**src/hw/ahc_pkg.sv**
```systemverilog
package ahc_pkg;
  localparam logic [11:0] OFF_IRQ_STATUS = 12'h028;
  localparam logic [11:0] OFF_IRQ_EN_SET = 12'h03c;
  localparam logic [11:0] OFF_IRQ_EN_CLR = 12'h040;
  localparam logic [11:0] OFF_DMA_EN_SET = 12'h060;
  localparam logic [11:0] OFF_DMA_EN_CLR = 12'h064;
  localparam logic [11:0] OFF_TICK_RELOAD = 12'h068;
  localparam logic [11:0] OFF_TICK_RUN = 12'h06c;
  localparam logic [11:0] OFF_TICK_SRC = 12'h070;
  localparam logic [11:0] OFF_TICK_COUNT = 12'h074;
  localparam logic [11:0] OFF_AUTOGATE = 12'h07c;
  localparam logic [11:0] OFF_RING_BASE = 12'h100;
  localparam logic [11:0] OFF_RING_LAST = 12'h11c;
  localparam logic [31:0] RST_TICK_RELOAD = 32'h0000_0800;
  localparam int TICK_PERIOD_NS = 10000;
  localparam int CLK_PERIOD_NS = 100;
  localparam int TICK_CYCLES = TICK_PERIOD_NS / CLK_PERIOD_NS;
  localparam int NUM_LINES = 8;
  localparam int RING_DEPTH = 4;
  localparam int IRQ_TICK_BIT = 8;
  localparam logic [1:0] RESP_OKAY = 2'b00;
  localparam logic [1:0] RESP_SLVERR = 2'b10;
endpackage : ahc_pkg

```
**src/hw/ahc_ring_if.sv**
```systemverilog
`timescale 1ns/1ps
interface ahc_ring_if;
  logic wr_en;
  logic rd_en;
  logic [31:0] wr_data;
  logic [31:0] rd_data;
  logic full;
  logic empty;
  logic half;
  modport owner (input wr_en, input rd_en, input wr_data, output rd_data, output full,
    output empty, output half);
  modport user (output wr_en, output rd_en, output wr_data, input rd_data, input full,
    input empty, input half);
endinterface : ahc_ring_if

```
**src/hw/ahc_host_ctrl.sv**
```systemverilog
// Local design decision: the AXI4-Lite interface to the registers.
`timescale 1ns/1ps
module ahc_host_ctrl #(
  parameter int LINES = ahc_pkg::NUM_LINES,
  parameter int DEPTH = ahc_pkg::RING_DEPTH
) (
  input wire logic clk,
  input wire logic rst,
  input wire logic [11:0] s_axi_awaddr,
  input wire logic s_axi_awvalid,
  output logic s_axi_awready,
  input wire logic [31:0] s_axi_wdata,
  input wire logic [3:0] s_axi_wstrb,
  input wire logic s_axi_wvalid,
  output logic s_axi_wready,
  output logic [1:0] s_axi_bresp,
  output logic s_axi_bvalid,
  input wire logic s_axi_bready,
  input wire logic [11:0] s_axi_araddr,
  input wire logic s_axi_arvalid,
  output logic s_axi_arready,
  output logic [31:0] s_axi_rdata,
  output logic [1:0] s_axi_rresp,
  output logic s_axi_rvalid,
  input wire logic s_axi_rready,
  input wire logic [LINES-1:0] ring_dir_rx,
  input wire logic [LINES-1:0] engine_push,
  input wire logic [LINES-1:0] engine_pop,
  input wire logic [31:0] engine_data,
  output logic [LINES-1:0] system_dma_request_in,
  output logic engine_to_host_irq,
  output logic engine_wake_tick,
  output logic clock_request,
  output logic smart_idle_allow
);
  // ****************************************************
  // Register state
  // ****************************************************
  logic [31:0] irq_status_r;
  logic [31:0] irq_mask_r;
  logic [LINES-1:0] dma_en_r;
  logic [31:0] tick_reload_r;
  logic tick_run_r;
  logic tick_src_r;
  logic autogate_r;
  logic [LINES-1:0] half_q_r;
  logic [LINES-1:0] dir_s1_r;
  logic [LINES-1:0] dir_r;
  logic tick;
  logic [31:0] tick_count;

  // ****************************************************
  // Write channel
  // ****************************************************
  logic [11:0] aw_addr_r;
  logic aw_have_r;
  logic [31:0] w_data_r;
  logic w_have_r;
  logic wr_fire;
  logic [11:0] wa;
  logic [31:0] wd;
  logic wr_hit;
  logic [LINES-1:0] ring_wsel;

  function automatic logic is_ring(input logic [11:0] a);
    return a >= ahc_pkg::OFF_RING_BASE && a <= ahc_pkg::OFF_RING_LAST && a[1:0] == 2'b00;
  endfunction : is_ring

  function automatic logic is_mapped(input logic [11:0] a);
    return is_ring(a) || a == ahc_pkg::OFF_IRQ_STATUS || a == ahc_pkg::OFF_IRQ_EN_SET ||
      a == ahc_pkg::OFF_IRQ_EN_CLR || a == ahc_pkg::OFF_DMA_EN_SET ||
      a == ahc_pkg::OFF_DMA_EN_CLR || a == ahc_pkg::OFF_TICK_RELOAD ||
      a == ahc_pkg::OFF_TICK_RUN || a == ahc_pkg::OFF_TICK_SRC ||
      a == ahc_pkg::OFF_TICK_COUNT || a == ahc_pkg::OFF_AUTOGATE;
  endfunction : is_mapped

  assign wa = aw_addr_r;
  assign wd = w_data_r;
  assign wr_fire = aw_have_r && w_have_r && !s_axi_bvalid;
  assign wr_hit = wr_fire && is_mapped(wa);

  always_ff @(posedge clk or posedge rst) begin
    if (rst) begin
      aw_have_r <= 1'b0;
      aw_addr_r <= '0;
      s_axi_awready <= 1'b0;
    end else begin
      s_axi_awready <= !aw_have_r && !s_axi_awready && s_axi_awvalid;
      if (s_axi_awvalid && s_axi_awready) begin
        aw_have_r <= 1'b1;
        aw_addr_r <= s_axi_awaddr;
      end else if (wr_fire) begin
        aw_have_r <= 1'b0;
      end
    end
  end

  always_ff @(posedge clk or posedge rst) begin
    if (rst) begin
      w_have_r <= 1'b0;
      w_data_r <= '0;
      s_axi_wready <= 1'b0;
    end else begin
      s_axi_wready <= !w_have_r && !s_axi_wready && s_axi_wvalid;
      if (s_axi_wvalid && s_axi_wready) begin
        w_have_r <= 1'b1;
        w_data_r <= s_axi_wdata;
      end else if (wr_fire) begin
        w_have_r <= 1'b0;
      end
    end
  end

  always_ff @(posedge clk or posedge rst) begin
    if (rst) begin
      s_axi_bvalid <= 1'b0;
      s_axi_bresp <= ahc_pkg::RESP_OKAY;
    end else if (wr_fire) begin
      s_axi_bvalid <= 1'b1;
      s_axi_bresp <= is_mapped(wa) ? ahc_pkg::RESP_OKAY : ahc_pkg::RESP_SLVERR;
    end else if (s_axi_bready) begin
      s_axi_bvalid <= 1'b0;
    end
  end

  // ****************************************************
  // Read channel
  // ****************************************************
  logic rd_fire;
  logic [11:0] ra;
  logic [LINES-1:0] ring_rsel;
  logic [31:0] rd_mux;
  logic [31:0] ring_rdata [LINES];

  assign ra = s_axi_araddr;
  assign rd_fire = s_axi_arvalid && s_axi_arready;

  // ****************************************************
  // Ring buffers, one per request line
  // ****************************************************
  logic [LINES-1:0] ring_empty;
  logic [LINES-1:0] ring_half;
  logic [LINES-1:0] ring_half_rise;

  genvar gi;
  generate
    for (gi = 0; gi < LINES; gi++) begin : g_ring
      ahc_ring_if rif ();
      logic host_w;
      logic host_r;
      assign ring_wsel[gi] = wr_hit && is_ring(wa) && wa[4:2] == 3'(gi);
      assign ring_rsel[gi] = rd_fire && is_ring(ra) && ra[4:2] == 3'(gi);
      assign host_w = ring_wsel[gi] && !dir_r[gi];
      assign host_r = ring_rsel[gi] && dir_r[gi];
      // Host fills playback rings, engine fills capture rings
      assign rif.wr_en = dir_r[gi] ? engine_push[gi] : host_w;
      assign rif.rd_en = dir_r[gi] ? host_r : engine_pop[gi];
      assign rif.wr_data = dir_r[gi] ? engine_data : wd;
      assign ring_rdata[gi] = rif.rd_data;
      assign ring_empty[gi] = rif.empty;
      assign ring_half[gi] = dir_r[gi] ? rif.half : !rif.half;
      ahc_ring_fifo #(.DEPTH(DEPTH)) u_ring (
        .clk(clk),
        .rst(rst),
        .rp(rif)
      );
    end
  endgenerate

  assign ring_half_rise = ring_half & ~half_q_r;

  always_comb begin
    rd_mux = 32'h0;
    if (is_ring(ra)) begin
      rd_mux = ring_rdata[ra[4:2]];
    end else begin
      unique case (ra)
        ahc_pkg::OFF_IRQ_STATUS: rd_mux = irq_status_r;
        ahc_pkg::OFF_IRQ_EN_SET: rd_mux = irq_mask_r;
        ahc_pkg::OFF_IRQ_EN_CLR: rd_mux = irq_mask_r;
        ahc_pkg::OFF_DMA_EN_SET: rd_mux = 32'(dma_en_r);
        ahc_pkg::OFF_DMA_EN_CLR: rd_mux = 32'(dma_en_r);
        ahc_pkg::OFF_TICK_RELOAD: rd_mux = tick_reload_r;
        ahc_pkg::OFF_TICK_RUN: rd_mux = {31'h0, tick_run_r};
        ahc_pkg::OFF_TICK_SRC: rd_mux = {31'h0, tick_src_r};
        ahc_pkg::OFF_TICK_COUNT: rd_mux = tick_count;
        ahc_pkg::OFF_AUTOGATE: rd_mux = {31'h0, autogate_r};
        default: rd_mux = 32'h0;
      endcase
    end
  end

  always_ff @(posedge clk or posedge rst) begin
    if (rst) begin
      s_axi_arready <= 1'b0;
      s_axi_rvalid <= 1'b0;
      s_axi_rdata <= '0;
      s_axi_rresp <= ahc_pkg::RESP_OKAY;
    end else begin
      s_axi_arready <= !s_axi_arready && !s_axi_rvalid && s_axi_arvalid;
      if (rd_fire) begin
        s_axi_rvalid <= 1'b1;
        s_axi_rdata <= rd_mux;
        s_axi_rresp <= is_mapped(ra) ? ahc_pkg::RESP_OKAY : ahc_pkg::RESP_SLVERR;
      end else if (s_axi_rready) begin
        s_axi_rvalid <= 1'b0;
      end
    end
  end

  // ****************************************************
  // Tick generator
  // ****************************************************
  logic tick_go;

  assign tick_go = tick_run_r && tick_src_r;

  ahc_tick_gen u_tick (
    .clk(clk),
    .rst(rst),
    .run(tick_go),
    .reload(tick_reload_r),
    .tick(tick),
    .count(tick_count)
  );

  // ****************************************************
  // Control registers
  // ****************************************************
  logic [31:0] irq_events;
  logic [31:0] irq_clr;
  logic we_status;
  logic we_mask_set;
  logic we_mask_clr;
  logic we_dma_set;
  logic we_dma_clr;
  logic we_reload;
  logic we_run;
  logic we_src;
  logic we_autogate;

  assign we_status = wr_hit && wa == ahc_pkg::OFF_IRQ_STATUS;
  assign we_mask_set = wr_hit && wa == ahc_pkg::OFF_IRQ_EN_SET;
  assign we_mask_clr = wr_hit && wa == ahc_pkg::OFF_IRQ_EN_CLR;
  assign we_dma_set = wr_hit && wa == ahc_pkg::OFF_DMA_EN_SET;
  assign we_dma_clr = wr_hit && wa == ahc_pkg::OFF_DMA_EN_CLR;
  assign we_reload = wr_hit && wa == ahc_pkg::OFF_TICK_RELOAD;
  assign we_run = wr_hit && wa == ahc_pkg::OFF_TICK_RUN;
  assign we_src = wr_hit && wa == ahc_pkg::OFF_TICK_SRC;
  assign we_autogate = wr_hit && wa == ahc_pkg::OFF_AUTOGATE;
  assign irq_events = {23'h0, tick, 8'(ring_half_rise)};
  assign irq_clr = we_status ? wd : 32'h0;

  // Edge history starts at the empty playback level: no false event after reset
  always_ff @(posedge clk or posedge rst) begin
    if (rst) begin
      irq_status_r <= '0;
      half_q_r <= '1;
    end else begin
      half_q_r <= ring_half;
      irq_status_r <= (irq_status_r & ~irq_clr) | irq_events;
    end
  end

  always_ff @(posedge clk or posedge rst) begin
    if (rst) begin
      irq_mask_r <= '0;
      dma_en_r <= '0;
    end else begin
      if (we_mask_set) begin
        irq_mask_r <= irq_mask_r | wd;
      end else if (we_mask_clr) begin
        irq_mask_r <= irq_mask_r & ~wd;
      end
      if (we_dma_set) begin
        dma_en_r <= dma_en_r | wd[LINES-1:0];
      end else if (we_dma_clr) begin
        dma_en_r <= dma_en_r & ~wd[LINES-1:0];
      end
    end
  end

  always_ff @(posedge clk or posedge rst) begin
    if (rst) begin
      tick_reload_r <= ahc_pkg::RST_TICK_RELOAD;
      tick_run_r <= 1'b0;
      tick_src_r <= 1'b0;
      autogate_r <= 1'b0;
    end else begin
      if (we_reload) begin
        tick_reload_r <= wd;
      end
      if (we_run) begin
        tick_run_r <= wd[0];
      end
      if (we_src) begin
        tick_src_r <= wd[0];
      end
      if (we_autogate) begin
        autogate_r <= wd[0];
      end
    end
  end

  // ****************************************************
  // Direction strap synchroniser and outputs
  // ****************************************************
  logic any_busy;
  assign any_busy = tick_go || |(~ring_empty & dma_en_r);

  always_ff @(posedge clk or posedge rst) begin
    if (rst) begin
      dir_s1_r <= '0;
      dir_r <= '0;
      system_dma_request_in <= '0;
      engine_to_host_irq <= 1'b0;
      engine_wake_tick <= 1'b0;
      clock_request <= 1'b1;
      smart_idle_allow <= 1'b0;
    end else begin
      dir_s1_r <= ring_dir_rx;
      dir_r <= dir_s1_r;
      system_dma_request_in <= dma_en_r & ring_half;
      engine_to_host_irq <= |(irq_status_r & irq_mask_r);
      engine_wake_tick <= tick;
      smart_idle_allow <= autogate_r;
      clock_request <= !(autogate_r && !any_busy);
    end
  end
endmodule : ahc_host_ctrl

```
**src/hw/ahc_ring_fifo.sv**
```systemverilog
`timescale 1ns/1ps
module ahc_ring_fifo #(
  parameter int DEPTH = 4
) (
  input wire logic clk,
  input wire logic rst,
  ahc_ring_if.owner rp
);
  localparam int AW = $clog2(DEPTH);
  logic [31:0] mem [DEPTH];
  logic [AW:0] wp_r;
  logic [AW:0] rdp_r;
  logic [AW:0] level;
  logic do_wr;
  logic do_rd;
  assign level = wp_r - rdp_r;
  assign rp.full = level == (AW + 1)'(DEPTH);
  assign rp.empty = level == '0;
  assign rp.half = level >= (AW + 1)'(DEPTH / 2);
  assign rp.rd_data = mem[rdp_r[AW-1:0]];
  assign do_wr = rp.wr_en && !rp.full;
  assign do_rd = rp.rd_en && !rp.empty;
  always_ff @(posedge clk) begin
    if (do_wr) begin
      mem[wp_r[AW-1:0]] <= rp.wr_data;
    end
  end
  always_ff @(posedge clk or posedge rst) begin
    if (rst) begin
      wp_r <= '0;
      rdp_r <= '0;
    end else begin
      if (do_wr) begin
        wp_r <= wp_r + 1'b1;
      end
      if (do_rd) begin
        rdp_r <= rdp_r + 1'b1;
      end
    end
  end
endmodule : ahc_ring_fifo

```
**src/hw/ahc_tick_gen.sv**
```systemverilog
`timescale 1ns/1ps
module ahc_tick_gen (
  input wire logic clk,
  input wire logic rst,
  input wire logic run,
  input wire logic [31:0] reload,
  output logic tick,
  output logic [31:0] count
);
  logic [31:0] cnt_r;
  logic [15:0] div_r;
  logic base_en;
  localparam logic [15:0] DIV_LAST = 16'(ahc_pkg::TICK_CYCLES - 1);
  assign base_en = div_r == DIV_LAST;
  assign count = cnt_r;
  always_ff @(posedge clk or posedge rst) begin
    if (rst) begin
      div_r <= '0;
      cnt_r <= '0;
      tick <= 1'b0;
    end else if (!run) begin
      div_r <= '0;
      cnt_r <= '0;
      tick <= 1'b0;
    end else begin
      div_r <= base_en ? '0 : div_r + 16'h0001;
      tick <= base_en;
      if (base_en) begin
        cnt_r <= (cnt_r >= reload) ? 32'h0 : cnt_r + 32'h1;
      end
    end
  end
endmodule : ahc_tick_gen
```
**config.mk**
```make
export PLATFORM = sky130hd
export DESIGN_NAME = ahc_host_ctrl
export DESIGN_NICKNAME = d
export VERILOG_FILES = /design/src/hw/ahc_pkg.sv /design/src/hw/ahc_ring_if.sv /design/src/hw/ahc_host_ctrl.sv /design/src/hw/ahc_ring_fifo.sv /design/src/hw/ahc_tick_gen.sv
export SDC_FILE = /design/constraint.sdc
export NUM_CORES = 2
export LEC_CHECK = 0
export BUFFER_PORTS_ARGS = -buffer_cell sky130_fd_sc_hd__buf_2
export CAP_MARGIN = 20
export CORE_MARGIN = 4
export CORE_UTILIZATION = 40
export DETAILED_ROUTE_END_ITERATION = 7
export GPL_ROUTABILITY_DRIVEN = 0
export SLEW_MARGIN = 5
export SYNTH_ARGS = -nofsm -noshare
export SYNTH_HDL_FRONTEND = slang
export SYNTH_SLANG_ARGS = --single-unit
```
**constraint.sdc**
```tcl
create_clock -name clk -period 21 [get_ports clk]
set_input_delay 1.05 -clock clk [delete_from_list [all_inputs] [get_ports clk]]
set_output_delay 1.05 -clock clk [all_outputs]
set_load 0.05 [all_outputs]
```
==> flow_metrics.env <==
export IMPL_reg2reg_depth=8
export IMPL_ff2ff_setup_slack_ns=17.29
export IMPL_synth_simple_gate_area_share=0.0402
export IMPL_drtIter0Drc=3522
export IMPL_period_needed_ns=3.75
export IMPL_portBuffers=169
export IMPL_start_kind="primary input"
export IMPL_syn_inst=3404
export IMPL_status="finished, final reports clean"
export IMPL_wl_um=174000
export IMPL_dieArea_sq_um=152000
export IMPL_routed_via_density=5.97
export IMPL_nFillCells=12400
export IMPL_ys_flop_type="edfxtp_1"
export IMPL_slew_violations=0
export IMPL_clock_path_buffers=3
export IMPL_die_h_um=389
export IMPL_power_density_nw_per_um2=133
export IMPL_hold_buffers=0
export IMPL_hold_ws_ns=0.348
export IMPL_synth_top_family_by_area="multiplexers"
export IMPL_cap_violations=0
export IMPL_clkSinkCount=1349
export IMPL_muxShareOfSynthArea=0.186
export IMPL_finalCritPeriodShare=0.178
export IMPL_crit_reg2reg_capture="g_ring[5].u_ring.mem[3][14]"
export IMPL_async_reset_ff_frac=0.241
export IMPL_finalHoldViolCount=0
export IMPL_tritoncts="yes"
export IMPL_setup_viol=0
export IMPL_synth_adder_area_share=0.0204
export IMPL_detail_route_wl_per_cell_um=31.1
export IMPL_crit_buf_inv=3
export IMPL_drt_pass1_iter_count=5
export IMPL_synth_avg_cell_area_sq_um=17.1
export IMPL_grt_pass1_vias=33100
export IMPL_crit_start="s_axi_araddr[3]"
export IMPL_placeableCoreArea_sq_um=144000
export IMPL_synth_compound_area_frac=0.0500
export IMPL_cp_slowest_cell="buf_4"
export IMPL_grt_use_total=0.229
export IMPL_clk_pin_slew_ns=0.06
export IMPL_yosysSeqAreaShare=0.669
export IMPL_netlist_top_cell_by_area="edfxtp_1"
export IMPL_worst_setup_path_end_kind="flop"
export IMPL_path_max_fanout=33
export IMPL_grt_remaining_overflow=0
export IMPL_io_pins=176
export IMPL_worst_path_most_repeated_cell="buf_4"
export IMPL_ir_drop_mv=0.0888
export IMPL_arrival_ns=4.35
export IMPL_area_growth_pct=13.1
export IMPL_numCtsBuffers=141
export IMPL_critPathCapture="s_axi_rdata[4]"
export IMPL_clock_latency_ns=0.76
export IMPL_num_vias=33400
export IMPL_p_leak_nw=22.8
export IMPL_grt_max_degree=139
export IMPL_die_w_um=389
export IMPL_rsz0062_at_grt="false"
export IMPL_antenna_found_initial=25
export IMPL_worst_slew_pin_slew_ns=1.11
export IMPL_grt_pass1_wl_um=247000
export IMPL_drtAntennaViolNets=0
export IMPL_path_class="primary input to flop"
export IMPL_synth_edf_count=1024
export IMPL_htreeDepth=4
export IMPL_synthesis_area_sq_um=58200
export IMPL_yosys_area_top_type_share=0.529
export IMPL_critical_path_required_ns=21.60
export IMPL_cts_resized=0
export IMPL_tns_ns=0
export IMPL_clock_fmax_mhz=267
export IMPL_finalNetCount=3787
export IMPL_r2r_start="g_ring[5].u_ring.rdp_r[0]"
export IMPL_root_buffer="clkbuf_16"
export IMPL_rows=139
export IMPL_drc_errors=0
export IMPL_synth_area_leaders="edfxtp_1 53%, dfrtp_1 14%, mux4_2 12%"
export IMPL_initial_core_util=0.404
export IMPL_dp_hpwl_um=104000
export IMPL_path_cells="buf_6, buf_4, buf_4, mux4_2, a22oi_1, a31oi_1"
export IMPL_crit_cells=6
export IMPL_critPathTopFamily="buffers and inverters"
export IMPL_ys_ff_latch=1349
export IMPL_ys_types=71
export IMPL_drive_above_1_share=0.315
export IMPL_relSlewSlack=0.256
export IMPL_holdCritPathClass="flop to flop"
export IMPL_synthXorXnorAreaFrac=0.0126
export IMPL_postCtsSetupBuffers=0
export IMPL_fin_worst_skew_ns=0.0257
export IMPL_yosysWarnings=0
export IMPL_slowest_delay_ns=0.72
==> flip-flops by register name, summed over array words and instances, names as in the netlist, 8 cells and up, named ones only <==
register and flops:
u_tick.count 32, half_q_r 8, w_data_r 32, s_axi_rdata 32
g_ring.u_ring.rdp_r 24, aw_addr_r 12, dir_r 8, g_ring.u_ring.wp_r 24
irq_status_r 32, system_dma_request_in 8, dir_s1_r 8, g_ring.u_ring.mem 1024
u_tick.div_r 16, tick_reload_r 32
==> how the worst min path moves through the flow <==
stage                     cells after the start     endpoint      startpoint
after global placement                        0     dir_r[5]     dir_s1_r[5]
after global routing                          0     dir_r[5]     dir_s1_r[5]
after floorplan                               0     dir_r[0]     dir_s1_r[0]
after detailed placement                      0     dir_r[7]     dir_s1_r[7]
after CTS                                     1  dir_s1_r[6]  ring_dir_rx[6]
final                                         0     dir_r[5]     dir_s1_r[5]
==> logic make-up after synthesis <==
| family | Yosys count |
|---|---|
| compound gates | 435 |
| xor+xnor | 83 |
| fa+ha+maj | 90 |
| buf+inv | 339 |
| flops | 1349 |
| mux | 641 |
| other cells | 1 |
| simple gates | 466 |
==> cell type report <==
type                    instances  area (sq um)  share of cell area
flip-flops and latches       1349         38900               0.592
clock inverters                60           601             0.00913
multi-input cells            1717         18100               0.275
repair buffers                251          1480              0.0225
clock buffers                 190          3870              0.0589
well taps                    1903          2380              0.0362
inverters                     114           435             0.00662
diodes                          7          17.5            0.000266
==> metal layers <==
layer,share of wire,global-route usage,up-vias
met3,0.078,0.0393,249
met5,0.00055,0,-
met4,0.027,0.0663,14
li1,-,-,13800
met2,0.48,0.377,1451
met1,0.41,0.314,17900
==> cell usage in the layout (no fill, tap or decap), types with 45 or more instances in the layout <==
cell type and count:
ha_1 82, inv_1 113, o21ai_0 149, nand2_1 135, mux4_2 320, nor2_1 101, buf_2 167, a22oi_1 51
nand3_1 45, clkbuf_16 142, dfrtp_1 291, buf_4 82, mux2_2 306, edfxtp_1 1024
==> synthesized netlist by cell type, types with 5 or more instances <==
cell and number:
a21oi_1 44, clkbuf_1 166, xor2_1 42, a221oi_1 38, fa_1 8, or3_1 10
mux2i_1 9, nand3_1 45, mux2_2 306, nor3b_1 16, a22oi_1 51, inv_1 114
and3_1 16, ha_1 82, a32oi_1 7, a221o_1 25, and2_1 35, buf_2 5
nor3_1 21, o31ai_1 25, o21ai_1 7, edfxtp_1 1024, nor4_1 10, xnor2_1 40
nand4_1 25, dfstp_2 10, nor2_1 104, mux4_2 320, a211oi_1 7, o21ai_0 149
a41oi_1 7, nand2b_1 15, nand2_1 136, dfrtp_1 315, a21o_1 9, o21a_1 28
buf_1 49, mux2_1 6, a31oi_1 13
==> where the power goes <==
group          total (mW)  leakage [nW]  switching (mW)  internal (mW)
sequential           3.86          13.4           0.371           3.49
combinational        2.44          7.17            1.42           1.02
clock                2.44          2.18            1.03           1.42
total                8.75          22.8            2.82           5.93
==> stage by stage <==
stage / utilization / cells / total power [mW] / cell area, sq um / setup slack (ns)
after floorplan: - / 3405 / 5.41 / 58200 / 10.97
after CTS: 0.457 / 5584 / 8.81 / 65800 / 17.25
after global routing: 0.457 / 5586 / 9.10 / 65800 / 17.05
after detailed placement: 0.426 / 5334 / 6.36 / 61300 / 16.43
after global placement: 0.426 / 5334 / 6.31 / 61300 / 16.47
final: 0.457 / 5591 / 8.75 / 65800 / 17.25
Power figures use the tool's default switching activity.
